`src/dtc_pkg.sv`:
```
// Shared constants and types for the dual timer/event counter block
`default_nettype none
package dtc_pkg;
    // APB geometry
    localparam int APB_AW = 8;
    localparam int APB_DW = 32;
    // Register indexes; the byte address is four times the index
    localparam logic [5:0] CNT0_VAL_IDX = 6'h0d;
    localparam logic [5:0] CNT0_CTL_IDX = 6'h0e;
    localparam logic [5:0] CNT1_VAL_IDX = 6'h10;
    localparam logic [5:0] CNT1_CTL_IDX = 6'h11;
    localparam logic [5:0] IRQ_CTL_IDX = 6'h0b;
    localparam logic [5:0] PORTA_IDX = 6'h12;
    // Reset values
    localparam logic [7:0] CTL_RST = 8'h08;
    localparam logic [7:0] CNT_RST = 8'h00;
    localparam logic [1:0] FLAG_RST = 2'h0;
    localparam logic [1:0] IEN_RST = 2'h0;
    localparam logic [7:0] PORTA_RST = 8'hff;
    // Writable bits of each control register; unused bits stay zero
    localparam logic [7:0] CTL0_WMASK = 8'hdf;
    localparam logic [7:0] CTL1_WMASK = 8'hd8;
    // Field positions in the second interrupt control register
    localparam int IRQ_EN0_BIT = 0;
    localparam int IRQ_EN1_BIT = 1;
    localparam int IRQ_FLAG0_BIT = 4;
    localparam int IRQ_FLAG1_BIT = 5;
    // Port A bit that carries the frequency divider output
    localparam int PFD_PORT_BIT = 3;
    // Counting constants
    localparam logic [7:0] CNT_TOP = 8'hff;
    localparam int PRESCALE_W = 7;
    localparam int CNT1_DIV = 4;
    // Operating modes held in control bits 7:6
    typedef enum logic [1:0] {
        DTC_MODE_UNUSED = 2'h0,
        DTC_MODE_EVENT = 2'h1,
        DTC_MODE_TIMER = 2'h2,
        DTC_MODE_PULSE = 2'h3
    } dtc_mode_e;
    // Control register layout, bit 7 first
    typedef struct packed {
        dtc_mode_e mode;
        logic spare;
        logic run;
        logic edge_sel;
        logic [2:0] psc;
    } dtc_ctl_s;
    // Pulse-width measurement sequencer
    typedef enum logic [2:0] {
        PW_IDLE = 3'h1,
        PW_WAIT = 3'h2,
        PW_MEAS = 3'h4
    } dtc_pw_e;
    // Synchronised event pin with its edges
    typedef struct packed {
        logic level;
        logic rise;
        logic fall;
    } dtc_pin_s;
endpackage
`default_nettype wire

```
`src/dtc_pin_sync.sv`:
```
// Two-flop synchroniser and edge detector for one event pin
`default_nettype none
module dtc_pin_sync
    import dtc_pkg::*;
(
    input wire logic pclk,
    input wire logic presetn,
    input wire logic pin_in,
    output dtc_pin_s pin_o
);
    logic meta_r;
    logic sync_r;
    logic last_r;

    // First flop feeds only the second; edges are taken from the later pair
    always_ff @(posedge pclk or negedge presetn) begin
        if (!presetn) begin
            meta_r <= 1'b0;
            sync_r <= 1'b0;
            last_r <= 1'b0;
        end else begin
            meta_r <= pin_in;
            sync_r <= meta_r;
            last_r <= sync_r;
        end
    end

    // Edge pulses last one pclk cycle
    assign pin_o.level = sync_r;
    assign pin_o.rise = sync_r & ~last_r;
    assign pin_o.fall = ~sync_r & last_r;
endmodule
`default_nettype wire

```
`src/dtc_top.sv`:
```
// Dual 8-bit timer/event counter with APB registers, wake-up and divider output
// How it works
// - Counter 0 counts up, prescaled clock or pin
// - Counter 1 counts up, clock/4 or pin
// - Write sets preload; read returns live count
// - Bits 7:6 pick event, timer, pulse modes
// - Overflow reloads preload and sets flag bit
// - Pulse mode measures between edges, clears run
// - Result held until run set again
// - Pulse mode overflow also reloads and flags
// - Bit 3 picks counted edge, 1 falling
// - Run bit gates counting; hardware clears only pulse
// - Any overflow wakes the device from halt
// - Port bit enables divider output from chosen counter
// - Clear enable bit blocks that counter's interrupt
// - Stopped write loads counter; running only preload
// - Reading the count blocks its counting clock
// - Counter 0 prescale is two to field power
// - Counter 0 control bit 5 reads zero
// - Pulse width counted on internal clock only
// - Counter 1 control keeps bits 4,3,7:6 only
`default_nettype none
module dtc_top
    import dtc_pkg::*;
#(
    parameter bit PFD_FROM_CNT1 = 1'b0
) (
    input wire logic pclk,
    input wire logic presetn,
    input wire logic psel,
    input wire logic penable,
    input wire logic pwrite,
    input wire logic [APB_AW-1:0] paddr,
    input wire logic [APB_DW-1:0] pwdata,
    output logic [APB_DW-1:0] prdata,
    output logic pready,
    output logic pslverr,
    input wire logic cnt0_pin,
    input wire logic cnt1_pin,
    output logic cnt0_irq_req,
    output logic cnt1_irq_req,
    output logic halt_wake,
    output logic port_a_bit3
);
    // Picks the rising or falling edge pulse
    function automatic logic pick_edge(input dtc_pin_s p, input logic take_fall);
        return take_fall ? p.fall : p.rise;
    endfunction

    // True on the last cycle of each prescaler period of 2**sel
    function automatic logic psc_hit(input logic [PRESCALE_W-1:0] cnt, input logic [2:0] sel);
        logic [PRESCALE_W-1:0] mask;
        mask = PRESCALE_W'((8'h01 << sel) - 8'h01);
        return (cnt & mask) == mask;
    endfunction

    dtc_ctl_s ctl_r [2];
    dtc_ctl_s ctl_nxt [2];
    logic [7:0] cnt_r [2];
    logic [7:0] cnt_nxt [2];
    logic [7:0] pre_r [2];
    dtc_pw_e pw_r [2];
    dtc_pw_e pw_nxt [2];
    dtc_pin_s pin_s [2];
    logic [1:0] flag_r;
    logic [1:0] ien_r;
    logic [7:0] porta_r;
    logic [PRESCALE_W-1:0] prescale_r;
    logic [APB_DW-1:0] prdata_r;
    logic pfd_r;
    logic pa3_r;
    logic [1:0] int_tick;
    logic [1:0] count_en;
    logic [1:0] ovf;
    logic [1:0] pw_done;
    logic [1:0] rd_blk;
    logic [1:0] wr_val;
    logic [1:0] wr_ctl;

    // Pin synchronisers, one per counter
    dtc_pin_sync u_sync0 (
        .pclk(pclk),
        .presetn(presetn),
        .pin_in(cnt0_pin),
        .pin_o(pin_s[0])
    );
    dtc_pin_sync u_sync1 (
        .pclk(pclk),
        .presetn(presetn),
        .pin_in(cnt1_pin),
        .pin_o(pin_s[1])
    );

    // APB address decode; zero-wait slave, unmapped or misaligned gives an error
    wire logic [5:0] reg_idx = paddr[APB_AW-1:2];
    wire logic aligned = paddr[1:0] == 2'h0;
    wire logic hit_val0 = aligned && reg_idx == CNT0_VAL_IDX;
    wire logic hit_ctl0 = aligned && reg_idx == CNT0_CTL_IDX;
    wire logic hit_val1 = aligned && reg_idx == CNT1_VAL_IDX;
    wire logic hit_ctl1 = aligned && reg_idx == CNT1_CTL_IDX;
    wire logic hit_irq = aligned && reg_idx == IRQ_CTL_IDX;
    wire logic hit_porta = aligned && reg_idx == PORTA_IDX;
    wire logic mapped = hit_val0 | hit_ctl0 | hit_val1 | hit_ctl1 | hit_irq | hit_porta;
    wire logic wr_acc = psel & penable & pwrite & mapped;
    wire logic rd_setup = psel & ~penable & ~pwrite;
    assign pready = 1'b1;
    assign pslverr = psel & penable & ~mapped;
    assign prdata = prdata_r;
    assign wr_val = {wr_acc & hit_val1, wr_acc & hit_val0};
    assign wr_ctl = {wr_acc & hit_ctl1, wr_acc & hit_ctl0};
    wire logic wr_irq = wr_acc & hit_irq;
    wire logic wr_porta = wr_acc & hit_porta;

    // Polling the count in a tight loop starves the counter; software must budget for the lost ticks
    // Count clock is held off through both phases of a count read
    assign rd_blk = {psel & ~pwrite & hit_val1, psel & ~pwrite & hit_val0};

    // Read mux; control bits never written stay zero, so unused bits read zero
    logic [7:0] rd_mux;
    always_comb begin
        rd_mux = 8'h00;
        if (hit_val0) begin
            rd_mux = cnt_r[0];
        end else if (hit_ctl0) begin
            rd_mux = ctl_r[0];
        end else if (hit_val1) begin
            rd_mux = cnt_r[1];
        end else if (hit_ctl1) begin
            rd_mux = ctl_r[1];
        end else if (hit_irq) begin
            rd_mux[IRQ_FLAG0_BIT] = flag_r[0];
            rd_mux[IRQ_FLAG1_BIT] = flag_r[1];
            rd_mux[IRQ_EN0_BIT] = ien_r[0];
            rd_mux[IRQ_EN1_BIT] = ien_r[1];
        end else if (hit_porta) begin
            rd_mux = porta_r;
        end
    end

    // Read data is captured in the setup cycle, when counting is already blocked
    always_ff @(posedge pclk or negedge presetn) begin
        if (!presetn) begin
            prdata_r <= '0;
        end else if (rd_setup) begin
            prdata_r <= {24'h000000, rd_mux};
        end
    end

    // One shared prescaler saves flops; a new prescale setting joins its running period
    // Free-running prescaler shared by both internal clocks
    always_ff @(posedge pclk or negedge presetn) begin
        if (!presetn) begin
            prescale_r <= '0;
        end else begin
            prescale_r <= prescale_r + PRESCALE_W'(1);
        end
    end
    assign int_tick[0] = psc_hit(prescale_r, ctl_r[0].psc);
    assign int_tick[1] = prescale_r[1:0] == 2'(CNT1_DIV - 1);

    // Per-counter tick selection, reload, measurement sequencer and control
    for (genvar c = 0; c < 2; c++) begin : g_ch
        wire logic ev_edge = pick_edge(pin_s[c], ctl_r[c].edge_sel);
        wire logic pw_start = pick_edge(pin_s[c], ~ctl_r[c].edge_sel);
        wire logic pw_stop = pick_edge(pin_s[c], ctl_r[c].edge_sel);
        wire logic in_pulse = ctl_r[c].run && ctl_r[c].mode == DTC_MODE_PULSE;
        logic src_tick;

        // Mode picks pin edges or the internal clock
        always_comb begin
            case (ctl_r[c].mode)
                DTC_MODE_EVENT: src_tick = ev_edge;
                DTC_MODE_TIMER: src_tick = int_tick[c];
                DTC_MODE_PULSE: src_tick = pw_r[c] == PW_MEAS && int_tick[c];
                default: src_tick = 1'b0;
            endcase
        end
        assign count_en[c] = ctl_r[c].run & src_tick & ~rd_blk[c];
        assign ovf[c] = count_en[c] && cnt_r[c] == CNT_TOP;
        assign pw_done[c] = in_pulse && pw_r[c] == PW_MEAS && pw_stop;

        // Measurement waits for the start edge only after run is set
        always_comb begin
            pw_nxt[c] = pw_r[c];
            case (pw_r[c])
                PW_IDLE: if (in_pulse) pw_nxt[c] = PW_WAIT;
                PW_WAIT: begin
                    if (!in_pulse) begin
                        pw_nxt[c] = PW_IDLE;
                    end else if (pw_start) begin
                        pw_nxt[c] = PW_MEAS;
                    end
                end
                PW_MEAS: if (!in_pulse || pw_stop) pw_nxt[c] = PW_IDLE;
                default: pw_nxt[c] = PW_IDLE;
            endcase
        end

        // Software write wins over the hardware run clear in the same cycle
        always_comb begin
            ctl_nxt[c] = ctl_r[c];
            if (wr_ctl[c]) begin
                ctl_nxt[c] = pwdata[7:0] & (c == 0 ? CTL0_WMASK : CTL1_WMASK);
            end else if (pw_done[c]) begin
                ctl_nxt[c].run = 1'b0;
            end
        end

        // Stopped write loads the count; a running counter keeps counting
        always_comb begin
            if (wr_val[c] && !ctl_r[c].run) begin
                cnt_nxt[c] = pwdata[7:0];
            end else if (ovf[c]) begin
                cnt_nxt[c] = pre_r[c];
            end else if (count_en[c]) begin
                cnt_nxt[c] = cnt_r[c] + 8'h01;
            end else begin
                cnt_nxt[c] = cnt_r[c];
            end
        end

        always_ff @(posedge pclk or negedge presetn) begin
            if (!presetn) begin
                ctl_r[c] <= CTL_RST;
                cnt_r[c] <= CNT_RST;
                pre_r[c] <= CNT_RST;
                pw_r[c] <= PW_IDLE;
            end else begin
                ctl_r[c] <= ctl_nxt[c];
                cnt_r[c] <= cnt_nxt[c];
                pw_r[c] <= pw_nxt[c];
                if (wr_val[c]) pre_r[c] <= pwdata[7:0];
            end
        end
    end

    // A written one also sets a flag, which lets software exercise the request path
    // Overflow flags are sticky; an overflow in the write cycle beats the clear
    wire logic [1:0] flag_nxt = (wr_irq ? {pwdata[IRQ_FLAG1_BIT], pwdata[IRQ_FLAG0_BIT]} : flag_r) | ovf;
    always_ff @(posedge pclk or negedge presetn) begin
        if (!presetn) begin
            flag_r <= FLAG_RST;
            ien_r <= IEN_RST;
            porta_r <= PORTA_RST;
        end else begin
            flag_r <= flag_nxt;
            if (wr_irq) ien_r <= {pwdata[IRQ_EN1_BIT], pwdata[IRQ_EN0_BIT]};
            if (wr_porta) porta_r <= pwdata[7:0];
        end
    end

    // Request to the core only where the enable bit is set
    assign cnt0_irq_req = flag_r[0] & ien_r[0];
    assign cnt1_irq_req = flag_r[1] & ien_r[1];
    // Wake pulse is independent of the enables; the core decides what follows
    assign halt_wake = |ovf;

    // Divider halves the chosen overflow rate; port bit 3 gates it onto the pin
    wire logic pfd_ovf = PFD_FROM_CNT1 ? ovf[1] : ovf[0];
    always_ff @(posedge pclk or negedge presetn) begin
        if (!presetn) begin
            pfd_r <= 1'b0;
            pa3_r <= 1'b0;
        end else begin
            if (pfd_ovf) pfd_r <= ~pfd_r;
            pa3_r <= porta_r[PFD_PORT_BIT] & pfd_r;
        end
    end
    assign port_a_bit3 = pa3_r;
endmodule
`default_nettype wire

```
`config.mk`:
```
export PLATFORM = sky130hd
export DESIGN_NAME = dtc_top
export DESIGN_NICKNAME = d
export VERILOG_FILES = /design/src/dtc_pkg.sv /design/src/dtc_pin_sync.sv /design/src/dtc_top.sv
export SDC_FILE = /design/constraint.sdc
export NUM_CORES = 1
export LEC_CHECK = 0
export ABC_AREA = 1
export BUFFER_PORTS_ARGS = -buffer_cell sky130_fd_sc_hd__buf_2
export CAP_MARGIN = 5
export CORE_MARGIN = 4
export CORE_UTILIZATION = 51
export CTS_BUF_LIST = sky130_fd_sc_hd__clkbuf_16
export DETAILED_ROUTE_END_ITERATION = 6
export PLACE_DENSITY = 0.88
export SLEW_MARGIN = 20
export SYNTH_ARGS = -nofsm -noshare
export SYNTH_HDL_FRONTEND = slang
export SYNTH_SLANG_ARGS = --single-unit
```
`constraint.sdc`:
```
create_clock -name pclk -period 1.8 [get_ports pclk]
set_clock_uncertainty 0.2 [all_clocks]
set_input_delay 0.27 -clock pclk [delete_from_list [all_inputs] [get_ports pclk]]
set_output_delay 0.27 -clock pclk [all_outputs]
set_load 0.05 [all_outputs]
```
======== Yosys cells after proc, flatten, opt, wreduce, memory -nomap -nowiden ========
Index checks and enable logic that the tools add are counted.
word-level totals
  register bits ........................... 84
  input bits .............................. 47
  output and inout port bits .............. 38
  logic and storage cells ................. 170
operators by class
  $add $sub $neg .......................... 4
  eq/ne operators ......................... 28
  shift operators ......................... 1
  muxes and demuxes ....................... 36
  bitwise operators ....................... 43
  reductions and logical operators ........ 32
operator list
  operator               number
  $mux W8                11
  $and A1 B1 Y1          26
  $mux W3                8
  $eq A6 B4 Y1 const B   3
  $eq A6 B5 Y1 const B   3
  $logic_and A1 B1 Y1    18
  $pmux W3 S3            2
  $add A8 B1 Y8 const B  2
  $eq A8 B8 Y1 const B   2
  $eq A2 B2 Y1 const B   5
  $mux W2                5
  $not A1 Y1             10
  $mux W1                8
  $add A7 B1 Y7 const B  1
  $and A7 B7 Y7          1
  $eq A7 B7 Y1           1
  $shl A1 B3 Y7 const A  1
  $sub A7 B1 Y7 const B  1
  $eq A3 B1 Y1 const B   2
  $eq A3 B2 Y1 const B   2
  $eq A3 B3 Y1 const B   2
  $ne A3 B3 Y1 const B   2
  $pmux W1 S3            2
  $reduce_and A3 Y1      2
  other kinds (11)       24

======== Longest topological paths before layout ========
  depth in word-level cells ............... 11
  mapped depth ............................ 12
  depth with buffers taken out ............ 12

======== Hierarchy ========
From an unflattened synthesis, not the netlist that was laid out.
second synthesis, totals
  cell total of the unflattened synthesis .. 625
  area total of the unflattened synthesis .. 4,788.3 sq um
modules (own cells, without submodules)
  module        instances  cells an instance  area each (sq um)  sequential area each (sq um)
  dtc_top       1          609                4,593.2            1,966.9
  dtc_pin_sync  2          8                  97.6               75.1

======== Least setup slack after synthesis ========
No wires, ideal clock.
  path type ............................... register to output
  start point ............................. register ctl_r[3] (netlist bit)
  end point ............................... output port halt_wake
  arrival time ............................ 1.723 ns
  path slack .............................. -0.393 ns
  stages on the path, launching flop included .. 9
  cell sequence ........................... dfstp_2 nand3_1 nand2_1 nand2_1 nand3_1 nand2_2 inv_2 nand4_1 nand2_1
between the ends
  longest elaborated chain between the ends .. 6
RTL lines
  element                            line            RTL
  from (decl)                        dtc_top.sv:57   dtc_ctl_s ctl_r [2];
  from (signal, indexed assignment)  dtc_top.sv:229  ctl_r[c] <= ctl_nxt[c];
  $mux W1                            dtc_top.sv:47   return take_fall ? p.fall : p.rise;
  $pmux W1 S3                        dtc_top.sv:171  case (ctl_r[c].mode)
  $and A1 B1 Y1 (2 in a row)         dtc_top.sv:178  assign count_en[c] = ctl_r[c].run & src_tick & ~rd_blk[c];
  $logic_and A1 B1 Y1                dtc_top.sv:179  assign ovf[c] = count_en[c] && cnt_r[c] == CNT_TOP;
  $reduce_or A2 Y1                   dtc_top.sv:256  assign halt_wake = |ovf;
  to (decl)                          dtc_top.sv:42   output logic halt_wake,
Every way passes these cells.

======== Final worst setup path ========
  start point ............................. register ctl_r[11] (netlist bit)
  end point ............................... output port halt_wake
Same word-level chain as after synthesis.

==> results.toml <==
[status]
status = "finished, violations left"
violations = "setup timing"

[final_layout]
antenna_cells = 0
final_cell_mix = "139 x nand2_1, 96 x buf_4, 70 x dfrtp_1, 63 x inv_1, 62 x nand3_1"
drive_gt1_share_pct = 34.7
synthToLayoutAreaGrowth_pct = 36.4
final_common_cell = "nand2_1"
final_nets = 818
num-fill-cells = 592

[worst_hold_path]
min_delay_path_depth = 3
hp-class = "in -> reg"
hold_start = "pwdata[3]"
min_to = "pre_r[3]"

[clock_tree]
clock_latency_ps = 350
tritoncts = "done"
clkTransAtPathRegs_ps = 60
cts.htree.levels = 3
numClockSinks = 84
numCtsBuffers = 9
cts_buffer_depth = 2
cts_root_buf = "clkbuf_16"

[global_route]
grt.overflow.total = 0
grt_pass1_vias = 4940
antenna_found_initial = 0
grt_pass1_wl_mm = 24.9
use_met2_pct = 45.0
use_met3_pct = 6.13
met1_usage_pct = 34.4
top_usage_layer = "met2"
grt_max_degree = 31
grt_usage_pct = 28.0

[sta]
period_minus_slack_ps = 2400
rsz0062_at_grt = "true"
finalHoldViolations = 0
hold_ws_ps = 12.2
fin_crit_sh_pct = 133
max_freq_mhz = 417
setup_violations = 21
fin_ws_ps = -600
setup-tns-final_ps = -2750
drv_slew = 0

[synthesis]
ys_async_sr_fraction_pct = 100
seq_area_frac_synth_pct = 43.2
synthCells = 616
ys_seq_elements = 84
synth_edf_count = 0
synth_top_area_share_pct = 36.7
synth_area_leaders = "dfrtp_1 37%, nand2_1 12%, nand3_1 7.4%"
synth_area_per_cell_sq_um = 7.96
syn_area_sq_mm = 0.00491
synth_top_cell_by_area = "dfrtp_1"
ys.flop_type = "dfrtp_1"
synth_cell_types = 38
yosys_warnings = 0

[setup_path]
worstPathRequired_ps = 1330
cp_num_cells = 9
r2r_cells = 14
cp.arrival_ps = 1930
crit_type = "reg -> out"
crit_path_frequent_cell = "nand2_4"
cpLargestDelayFamily = "simple AND/OR/NAND/NOR gates"
startpoint = "ctl_r[11]"
r2r-start = "prescale_r[1]"
reg2reg_to = "flag_r[1]"
slowest_stage = "dfstp_2"
max_stage_delay_ps = 550
cp-start-kind = "flip-flop"
path_max_fanout = 3
rrSetupSlack_ps = -520
crit_buf_inv = 2
endpoint_kind = "output port"
path_cells = "inv_4 -> nand2_4 -> o21ai_4 -> nor2_1 -> nand2_1 -> nand2_2 -> nand4_1 -> nand2_4 -> buf_8"

[route]
vias_per_cell = 6.08
antenna_left = 0
first_pass_iters = 6
drc = 0
drtIter0Drc = 875
wl_per_cell_microns = 19.5
totalWireLength_mm = 17.6
num_vias = 5488

[pwr]
power_leakage_nw = 3.54
vdd_ir_drop_max_v = 0.000507
p_per_area_mw_per_mm2 = 649

[floorplanning]
core_sq_mm = 0.00928
initial_utilization_pct = 52.8
die_y_microns = 106
fp.dieArea_sq_mm = 0.0113
die_w_microns = 106
top_level_ports = 85
rows = 35

[placement]
dp_hpwl_mm = 10.3
place.gp.congestion = 0.966
portBuffers = 35

[job]
drv_cap = 0
[worst max path at each step]
stage	end
2_1_floorplan	halt_wake
4_1_cts	halt_wake
5_1_grt	halt_wake
3_5_place_dp	halt_wake
3_3_place_gp	halt_wake
6_report	halt_wake
[tightest hold or removal path, cell delays in order]
cell     delay, ps
buf_2          140
nand2_1         60
o21ai_0         60
[sequential cells by signal, indices dropped and copies added, names as in the netlist]
| signal | count |
|---|---|
| cnt_r | 16 |
| ctl_r | 11 |
| flag_r | 2 |
| ien_r | 2 |
| pfd_r | 1 |
| port_a_bit3 | 1 |
| porta_r | 8 |
| prdata | 8 |
| pre_r | 16 |
| prescale_r | 7 |
| pw_r | 6 |
| u_sync0.last_r | 1 |
| u_sync0.meta_r | 1 |
| u_sync0.sync_r | 1 |
| u_sync1.last_r | 1 |
| u_sync1.meta_r | 1 |
| u_sync1.sync_r | 1 |
[synthesized netlist by cell type, drive strengths merged, types with 5 or more instances]
cell type / count
nand2: 163
nand3: 74
dfrtp: 72
inv: 67
o21ai: 59
nor2: 48
buf: 34
nand4: 32
dfstp: 12
a21oi: 10
xor2: 10
nand3b: 7
nor3: 5
[layer usage]
| metal | routed length [microns] | share of wire (%) | vias up |
|---|---|---|---|
| met1 | 6190 | 35 | 2564 |
| li1 | - | - | 2292 |
| met5 | 0 | 0 | - |
| met3 | 2110 | 12 | 139 |
| met2 | 8140 | 46 | 493 |
| met4 | 1160 | 6.6 | 0 |
[stage by stage]
| stage | total power [mW] | setup slack, ps | utilization, % | instances | cell area (sq um) |
|---|---|---|---|---|---|
| floorplan | 2.23 | -75.8 | - | 639 | 5030 |
| global route | 4.43 | -654 | 72.1 | 902 | 6690 |
| detailed placement | 2.34 | -250 | 62.4 | 856 | 5790 |
| finish | 4.35 | -600 | 72.1 | 902 | 6690 |
| global placement | 2.33 | -211 | 62.4 | 856 | 5790 |
| CTS | 4.26 | -486 | 68.0 | 885 | 6310 |
[cell type report]
class / instances / area, sq um / area share [%]
Multi-Input combinational cell: 451 / 2630 / 39.2
Sequential cell: 84 / 2120 / 31.7
Timing Repair Buffer: 154 / 1220 / 18.2
Inverter: 68 / 260 / 3.89
Clock buffer: 9 / 225 / 3.36
Tap cell: 129 / 161 / 2.41
Clock inverter: 7 / 83.8 / 1.25
[logic make-up after synthesis]
group                      synth area share (%)
DFF                                        43.2
AOI/OAI and AO/OA                          9.21
other                                     0.153
xor gates and xnor gates                   2.50
adders and majority gates                 0.765
and+or+nand+nor                            33.5
buffers and inverters                      10.7
[where the power goes]
part           switching (mW)  internal (mW)  total, mW  leakage (nW)
logic                   0.329          0.106      0.435          2.32
registers              0.0139           1.91       1.92          1.07
clock network           0.789           1.20       1.99         0.155
[timing repair]
item / in CTS / in global routing
gates resized for setup: 28 / 73
hold buffers: 3 / 0
setup buffers: 11 / 19
setup endpoints to repair: 18 / 26
pin swaps: 15 / 53
gates cloned: 0 / 1
endpoints found under the hold margin: 43 / 0
Note: power is estimated with default switching activity, not from simulation.
